## src/hw/cmd_regs.svh

```systemverilog
`ifndef CMD_REGS_SVH
`define CMD_REGS_SVH

// Width of the input period counter, in bits.
`define CMD_CNT_W 16
// Core clock multiplication factor against the input clock.
`define CMD_CORE_MULT 4
// Core half periods per input period, and the last index among them.
`define CMD_HALF_STEPS 8
`define CMD_SUB_LAST 3'h7
// Shift that turns one input period into one core half period.
`define CMD_SEG_SHIFT 3
// Input edges needed before the period measurement is trusted.
`define CMD_LOCK_EDGES 2'h2
// Number of divide-by-two stages after the core clock.
`define CMD_DIV_STAGES 2
// Stage index of the peripheral clock and of the half-rate clock.
`define CMD_PERIPH_STAGE 0
`define CMD_HALF_STAGE 1
// Rate of clk, for reference by the bench.
`define CMD_CLK_HZ 50000000

`endif

```

## src/hw/cmd_pkg.sv

```systemverilog
package cmd_pkg;
    `include "cmd_regs.svh"

    typedef logic [`CMD_CNT_W-1:0] cmd_cnt_t;

    // Whole state of the multiplier front end.
    typedef struct packed {
        logic in_prev;
        cmd_cnt_t cnt;
        cmd_cnt_t period;
        cmd_cnt_t seg_cnt;
        logic [2:0] sub;
        logic [1:0] edges;
        logic core;
        logic locked;
    } cmd_state_s;

    // State of one divide-by-two stage.
    typedef struct packed {
        logic q;
    } cmd_div_s;
endpackage

```

## src/hw/cmd_div2.sv

```systemverilog
`timescale 1ns/1ns
module cmd_div2
    import cmd_pkg::*;
(
    // Clock and reset
    input wire logic clk,
    input wire logic rst,
    // Rising edge of the faster clock, valid in the cycle before it shows
    input wire logic in_rise_nxt,
    // Divided clock and its own early rising edge
    output logic q,
    output logic out_rise_nxt
);
    cmd_div_s s_r;
    cmd_div_s s_nxt;

    // Toggling only on the faster clock's rise keeps both edges aligned.
    always_comb begin
        s_nxt = s_r;
        out_rise_nxt = in_rise_nxt & ~s_r.q;
        if (in_rise_nxt) begin
            s_nxt.q = ~s_r.q;
        end
    end

    always_ff @(posedge clk) begin
        if (rst) begin
            s_r <= '0;
        end else begin
            s_r <= s_nxt;
        end
    end

    assign q = s_r.q;
endmodule

```

## src/hw/cmd_clock_gen.sv

```systemverilog
`timescale 1ns/1ns
// How it works
// RULE_01 - The core clock runs at exactly four times the input clock rate.
// RULE_02 - The peripheral clock runs at twice the input rate, half the core.
// RULE_03 - The peripheral clock is the one handed to peripherals and bus.
// RULE_04 - The clock output pin carries a clock at the peripheral rate.
// RULE_05 - A half-rate peripheral clock feeds the timer and its sampling.
// RULE_06 - Derived clocks come from synchronous division of the core clock.
module cmd_clock_gen
    import cmd_pkg::*;
#(
    parameter int MIN_PERIOD = 16
)
(
    // Clock and reset
    input wire logic clk,
    input wire logic rst,
    // External input clock, sampled on clk
    input wire logic clk_in,
    // Generated clocks
    output logic core_clock,
    output logic periph_clock,
    output logic clock_out_pin,
    output logic half_clock,
    // Status
    output logic locked
);
    localparam int MAX_PERIOD = (1 << `CMD_CNT_W) - 1;
    localparam int SEG_STEPS = 1 << `CMD_SEG_SHIFT;

    // Each core half period needs at least one clk cycle.
    localparam bit BAD_MIN = (MIN_PERIOD < `CMD_HALF_STEPS) ||
        (MIN_PERIOD > MAX_PERIOD);
    if (BAD_MIN) begin : g_bad_min
        $error("MIN_PERIOD out of range");
    end

    // Two half periods make one core period.
    localparam bit BAD_STEPS = (`CMD_HALF_STEPS != 2 * `CMD_CORE_MULT);
    if (BAD_STEPS) begin : g_bad_steps
        $error("half step count does not match the multiplier");
    end

    // The period shift must split one input period into the half steps.
    localparam bit BAD_SHIFT = (SEG_STEPS != `CMD_HALF_STEPS);
    if (BAD_SHIFT) begin : g_bad_shift
        $error("segment shift does not match the half step count");
    end

    // The step index is three bits wide and must end on the last step.
    localparam bit BAD_SUB = (int'(`CMD_SUB_LAST) != `CMD_HALF_STEPS - 1);
    if (BAD_SUB) begin : g_bad_sub
        $error("last half step index does not match the step count");
    end

    // The peripheral stage must come before the half-rate stage.
    localparam bit BAD_STAGES = (`CMD_PERIPH_STAGE >= `CMD_HALF_STAGE) ||
        (`CMD_HALF_STAGE >= `CMD_DIV_STAGES);
    if (BAD_STAGES) begin : g_bad_stages
        $error("divider stage indices out of order");
    end

    // A lock needs at least one trusted period after the first edge.
    localparam bit BAD_LOCK = (`CMD_LOCK_EDGES == 2'h0);
    if (BAD_LOCK) begin : g_bad_lock
        $error("lock edge count must not be zero");
    end

    localparam cmd_cnt_t MIN_P = cmd_cnt_t'(MIN_PERIOD);
    localparam cmd_cnt_t ONE = cmd_cnt_t'(1);

    // Registered state and its next value.
    cmd_state_s s_r;
    cmd_state_s s_nxt;
    cmd_state_s s_rst;

    // Period arithmetic.
    cmd_cnt_t seg;
    cmd_cnt_t cnt_inc;
    cmd_cnt_t seg_load;
    cmd_cnt_t seg_dec;

    // Decisions taken from the current state.
    logic in_edge;
    logic stopped;
    logic period_ok;
    logic lock_next;
    logic seg_done;
    logic phase_run;
    logic [1:0] edges_inc;
    logic [2:0] sub_inc;

    // Divider chain.
    logic core_rise_nxt;
    logic [`CMD_DIV_STAGES:0] rise_chain;
    logic [`CMD_DIV_STAGES-1:0] div_q;

    // The core half period is the last measured input period over eight.
    // A period that is not a multiple of eight stretches the final low
    // phase; that is the price of a clock built from whole clk cycles.
    assign seg = s_r.period >> `CMD_SEG_SHIFT;
    assign seg_load = seg - ONE;
    assign seg_dec = s_r.seg_cnt - ONE;
    assign seg_done = (s_r.seg_cnt == '0);

    assign cnt_inc = s_r.cnt + ONE;
    assign stopped = (s_r.cnt == '1);

    assign in_edge = clk_in & ~s_r.in_prev;

    assign period_ok = (s_r.period >= MIN_P);
    assign lock_next = (s_r.edges == `CMD_LOCK_EDGES) && period_ok;

    assign phase_run = s_r.locked && (s_r.sub != `CMD_SUB_LAST);

    assign edges_inc = s_r.edges + 2'h1;
    assign sub_inc = s_r.sub + 3'h1;

    always_comb begin
        s_rst = '0;
        // Starting from the pin's level avoids a false edge after reset.
        s_rst.in_prev = clk_in;
    end

    always_comb begin
        s_nxt = s_r;
        s_nxt.in_prev = clk_in;

        if (!stopped) begin
            s_nxt.cnt = cnt_inc;
        end

        if (in_edge) begin
            // Each input edge restarts the core phase, so drift cannot grow.
            s_nxt.period = cnt_inc;
            s_nxt.cnt = '0;
            if (s_r.edges != `CMD_LOCK_EDGES) begin
                s_nxt.edges = edges_inc;
            end
            s_nxt.locked = lock_next;
            s_nxt.sub = '0;
            s_nxt.seg_cnt = seg_load;
            // RULE_01 core phase start
            s_nxt.core = lock_next;
        end else if (stopped) begin
            // Input has stopped; drop lock rather than run on a stale period.
            s_nxt.locked = 1'b0;
            s_nxt.edges = '0;
            s_nxt.core = 1'b0;
        end else if (phase_run) begin
            if (seg_done) begin
                // RULE_01 eight half periods
                s_nxt.core = ~s_r.core;
                s_nxt.sub = sub_inc;
                s_nxt.seg_cnt = seg_load;
            end else begin
                s_nxt.seg_cnt = seg_dec;
            end
        end
    end

    always_ff @(posedge clk) begin
        if (rst) begin
            s_r <= s_rst;
        end else begin
            s_r <= s_nxt;
        end
    end

    assign core_rise_nxt = s_nxt.core & ~s_r.core;
    assign rise_chain[0] = core_rise_nxt;

    // RULE_06 synchronous divide chain
    for (genvar i = 0; i < `CMD_DIV_STAGES; i++) begin : g_div
        cmd_div2 u_div (
            .clk(clk),
            .rst(rst),
            .in_rise_nxt(rise_chain[i]),
            .q(div_q[i]),
            .out_rise_nxt(rise_chain[i+1])
        );
    end

    assign core_clock = s_r.core;
    // RULE_02 core divided by two
    // RULE_03 peripheral clock output
    assign periph_clock = div_q[`CMD_PERIPH_STAGE];
    // RULE_04 pin follows peripheral clock
    assign clock_out_pin = div_q[`CMD_PERIPH_STAGE];
    // RULE_05 peripheral divided by two
    assign half_clock = div_q[`CMD_HALF_STAGE];
    assign locked = s_r.locked;
endmodule

```

## config.mk

```make
export PLATFORM = sky130hd
export DESIGN_NAME = cmd_clock_gen
export DESIGN_NICKNAME = d
export VERILOG_FILES = /design/src/hw/cmd_pkg.sv /design/src/hw/cmd_div2.sv /design/src/hw/cmd_clock_gen.sv
export VERILOG_INCLUDE_DIRS = /design/src /design/src/hw
export SDC_FILE = /design/constraint.sdc
export NUM_CORES = 1
export LEC_CHECK = 0
export ABC_AREA = 1
export BUFFER_PORTS_ARGS = -buffer_cell sky130_fd_sc_hd__clkbuf_2
export CAP_MARGIN = 20
export CORE_MARGIN = 4
export CORE_UTILIZATION = 31
export CTS_CLUSTER_DIAMETER = 200
export DETAILED_ROUTE_END_ITERATION = 10
export SETUP_SLACK_MARGIN = 0.5
export SYNTH_ARGS = -nofsm -noshare
export SYNTH_HDL_FRONTEND = slang
export SYNTH_HIERARCHICAL = 1
export SYNTH_SLANG_ARGS = --single-unit
```

## constraint.sdc

```tcl
create_clock -name clk -period 4.4 [get_ports clk]
set_input_delay 0 -clock clk [delete_from_list [all_inputs] [get_ports clk]]
set_output_delay 0 -clock clk [all_outputs]
set_load 0.01 [all_outputs]
```

Word-level counts from Yosys, hierarchy flattened:

Index checks and enable logic that the tools add are counted.

* RAM bits: 0
* input port bits: 3
* word-level logic and storage cells: 50
* bits in latches: 0
* flip-flop bits (word level): 58
* memories kept: 0
* memory bits (read-only): 0
* output and inout bits: 5

* multiplexer cells: 11
* multiply operators: 0
* add/subtract/negate cells: 5
* shift-type cells: 0
* equal/unequal tests: 6
* reduce and logical (&&, ||, !) cells: 9
* order comparisons: 1
* bitwise gates (word level): 8
* divide/modulo/power cells: 0

Operators by type and width (number)
* $mux 19: 2
* $mux 23: 1
* $add 16x1->16 const B: 1
* $eq 16x16->1 const B: 1
* $ge 16x5->1 const B: 1
* $logic_not 16->1: 1
* $mux 16: 1
* $sub 16x1->16 const B: 1
* $sub 13x1->14 const B: 1
* $not 1->1: 5
* $mux 1: 4
* $mux 2: 2
* $ne 2x2->1 const B: 2
* $reduce_and 2->1: 2
* $reduce_bool 2->1: 2
* $add 3x1->3 const B: 1
* $and 1x1->1: 3
* $mux 3: 1
* $ne 3x3->1 const B: 1
* $reduce_and 3->1: 1
* $add 2x1->2 const B: 1
* $eq 2x2->1 const B: 1
* $logic_and 1x1->1: 2
* $ne 2x1->1 const B: 1
* $reduce_or 2->1: 1

Longest topological paths before layout:

* depth in word-level cells: 7
* mapped depth: 14
* mapped depth without buffers: 14

By module:

The synthesis kept the hierarchy.

Modules (own cells, without submodules)
* cmd_clock_gen: area an instance 3296.9 sq um, sequential area each 1061.0 sq um, times used 1, cells an instance 501
* cmd_div2: area an instance 50.0 sq um, sequential area each 20.0 sq um, times used 2, cells an instance 7

Worst setup path before layout:

No wires, ideal clock.

* kind: reg-to-reg
* from: reg s_r[4] (netlist name)
* to: reg g_div[1].u_div.s_r
* arrival time: 1.659 ns
* path buffers: 0
* data required time: 4.286 ns
* path slack: 2.627 ns
* library setup time: 0.114 ns
* clock period less this slack: 1.773 ns
* stages on the path, launching flop included: 13
* cells stage by stage: dfxtp_1 -> ha_1 -> ha_1 -> nor2_2 -> inv_1 -> o21bai_1 -> nand3_1 -> a21oi_1 -> nand2_2 -> inv_1 -> inv_1 -> nand2_1 -> a21oi_2

* cells in the longest elaborated chain, start to end: 7

Ends and longest elaborated chain
* start, declared: line cmd_clock_gen.sv:73 `cmd_state_s s_r;`
* start signal, assigned: line cmd_clock_gen.sv:164 `s_r <= s_rst;`
* start signal, assigned: line cmd_clock_gen.sv:166 `s_r <= s_nxt;`
* $ne 3x3->1 (no line)
* $logic_and 1x1->1: line cmd_clock_gen.sv:114 `` assign phase_run = s_r.locked && (s_r.sub != `CMD_SUB_LAST); ``
* $mux 1: line cmd_clock_gen.sv:150 `end else if (phase_run) begin`
* $mux 1: line cmd_clock_gen.sv:145 `end else if (stopped) begin`
* $mux 23: line cmd_clock_gen.sv:133 `if (in_edge) begin`
* $and 1x1->1: line cmd_clock_gen.sv:170 `assign core_rise_nxt = s_nxt.core & ~s_r.core;`
* via core_rise_nxt: line cmd_clock_gen.sv:94 `logic core_rise_nxt;`
* $and 1x1->1: line cmd_div2.sv:20 `out_rise_nxt = in_rise_nxt & ~s_r.q;`
* via rise_chain[1]: line cmd_clock_gen.sv:95 `` logic [`CMD_DIV_STAGES:0] rise_chain; ``
* end signal, assigned: line cmd_div2.sv:30 `s_r <= s_nxt;`
* end, declared: line cmd_div2.sv:14 `cmd_div_s s_r;`

The timed path passes the listed nets, and every way through them passes these cells.
A chain may end at the register's enable or synchronous reset.

Worst setup path in the final report:

* from: reg s_r[7] (netlist name)
* to: reg g_div[1].u_div.s_r

* cells in the longest elaborated chain, start to end: 7

Ends and longest elaborated chain
* $logic_not 16->1: line cmd_clock_gen.sv:104 `assign seg_done = (s_r.seg_cnt == '0);`
* $mux 1: line cmd_clock_gen.sv:151 `if (seg_done) begin`
* $mux 1: line cmd_clock_gen.sv:150
* $mux 1: line cmd_clock_gen.sv:145
* $mux 23: line cmd_clock_gen.sv:133
* $and 1x1->1: line cmd_clock_gen.sv:170
* via core_rise_nxt: line cmd_clock_gen.sv:94
* $and 1x1->1: line cmd_div2.sv:20
* via rise_chain[1]: line cmd_clock_gen.sv:95

The timed path passes the listed nets, and every way through them passes these cells.

==> metrics <==
root buf cell clkbuf_8; die area 0.0127 sq mm; layout cells sized above 1 0.116; Global Route Usage Sum 0.134; status finished clean; First-pass DRT Iterations 4; clk buf depth 2; htree depth 2; # rows 37; Chip Height 113 um; effective utilization at floorplan 0.323; RSZ-0062 raised after global routing false; Die Wd 113 um; syn nets 524; WL/cell 12.4 um; most frequent cells in the layout nand2_1 (129), inv_1 (69), nand3_1 (68); 1st-iter DRT viols 177; commonest non-fill, non-tap cell in the layout nand2_1; Data arrival, critical path 2.23 ns; Via Count 3135; CP max FO 5; Worst Skew 0.0105 ns; Worst R2R Start s_r[7]; final layout net count 528; Pleak 1.60 nW; CTS sink cnt 55; pwr/cell area 276 mW/mm^2; Tightest Pin Transition 0.792 ns; port bufs 7; R2R cell count 14; initial antenna violation count 0; maximum vdd drop 132 uV; reg2reg end g_div[1].u_div/q; Netlist Area Pre-Place 0.00339 sq mm; fill count 1120; Data required, critical path 4.59 ns; crit start category flip-flop; Hold Path Sink s_r[20]; yosys warns 6; Worst-Skew Late Latency 0.31 ns; Ant. Diodes 0; Post-CTS Setup Inserts 0; WL final 8.08 mm; Slew headroom 0.471; drt via density 4.79; global-route wire length before repair 14.1 mm; Worst Hold Depth 2; Final Hold Fails 0; IO Pins 8; synthesis-to-layout area growth 7.52%; Hold Crit Class primary input to flip-flop; # setup viols final 0; gr ovfl total 0; HPWL after detailed placement 6.28 mm; Num CTS Buffers 5; Pwr Total 0.00101 W; setup TNS 0 ns; Crit Path Class flip-flop to flip-flop; CTS tree done; DRC 0; largest net degree at the start of global routing 27; Final Cycle Share 0.463; antenna-violating nets left 0; Post-Synthesis Cells 514; min-delay src rst; Hold Slack 0.169 ns; Avg Cell Area, Syn 6.60 sq um; GPL Wtd Cong 0.847; upper clock frequency limit 0.490 GHz; Max-Cap Viols 0; CP Capture Type flip-flop; Worst-path clk slew 0.10 ns; r2r setup slk 2.36 ns; Period minus WS final 2.04 ns; Slew Limit Fails 0; Core ar. 0.0105 sq mm; vias in the first global route 3007
==> worst max path at each step <==
stage	startpoint	end	slack, ns	cells past startpoint
finish	s_r[7]	g_div[1].u_div/q	2.36	14
global route	s_r[7]	g_div[1].u_div/q	2.10	14
CTS	s_r[7]	g_div[1].u_div/q	2.34	14
detailed placement	s_r[7]	g_div[1].u_div/q	2.36	14
global placement	s_r[7]	g_div[1].u_div/q	2.41	14
floorplan	s_r[4]	g_div[1].u_div/q	2.63	12
==> power breakdown <==
part	switching, W	total, W	leakage [nW]	internal [W]
logic	0.000100	0.000150	1.10	0.0000496
clock network	0.000166	0.000333	0.0502	0.000167
registers	0.0000149	0.000525	0.447	0.000510
total	0.000282	0.00101	1.60	0.000727
==> flip-flops by register name (all words and copies together), names as in the netlist <==
signal / flops
core_clock: 1
g_div.u_div/q: 2
locked: 1
s_r: 51
==> final cells by class <==
| cell class | count | area (sq um) | share of cell area |
|---|---|---|---|
| timing repair buffer | 8 | 45.0 | 0.0123 |
| clock buffer | 5 | 68.8 | 0.0189 |
| multi-input combinational | 372 | 1930 | 0.530 |
| sequential | 55 | 1100 | 0.302 |
| tap | 136 | 170 | 0.0466 |
| clock inverter | 2 | 37.5 | 0.0103 |
| inverter | 76 | 293 | 0.0802 |
==> repair_timing <==
| action | 4_1_cts | 5_1_grt |
|---|---|---|
| hold endpoints to repair | 1 | 0 |
| resized for setup | 0 | 0 |
| hold buffers | 1 | 0 |
==> metal layers <==
layer,global-route usage,wire (um),up-vias
met4,0.0361,112,0
met5,0,0,-
met3,0.0286,331,9
li1,-,-,1636
met2,0.220,3690,53
met1,0.177,3950,1437
==> worst max-delay path, cell delays in order (launching register included) <==
cell and delay, ns:
dfxtp_1 0.37, inv_1 0.08, ha_1 0.22, nand3_1 0.10, inv_1 0.04, nand3_1 0.17
clkinv_1 0.19, nand3_1 0.11, nand3_1 0.10, a21oi_1 0.21, nand2_2 0.09, inv_1 0.09
inv_1 0.04, nand2_1 0.06, a21oi_2 0.05
==> metrics by stage <==
| stage | instance area (sq um) | setup WS, ns | util | std cells |
|---|---|---|---|---|
| 5_1_grt | 3650 | 2.10 | 0.347 | 654 |
| 4_1_cts | 3650 | 2.34 | 0.347 | 654 |
| 2_1_floorplan | 3390 | 2.63 | - | 514 |
| 3_3_place_gp | 3530 | 2.41 | 0.336 | 646 |
| 3_5_place_dp | 3530 | 2.36 | 0.336 | 646 |
| 6_report | 3650 | 2.36 | 0.347 | 654 |
No activity file was read; power rests on OpenSTA's default activity.
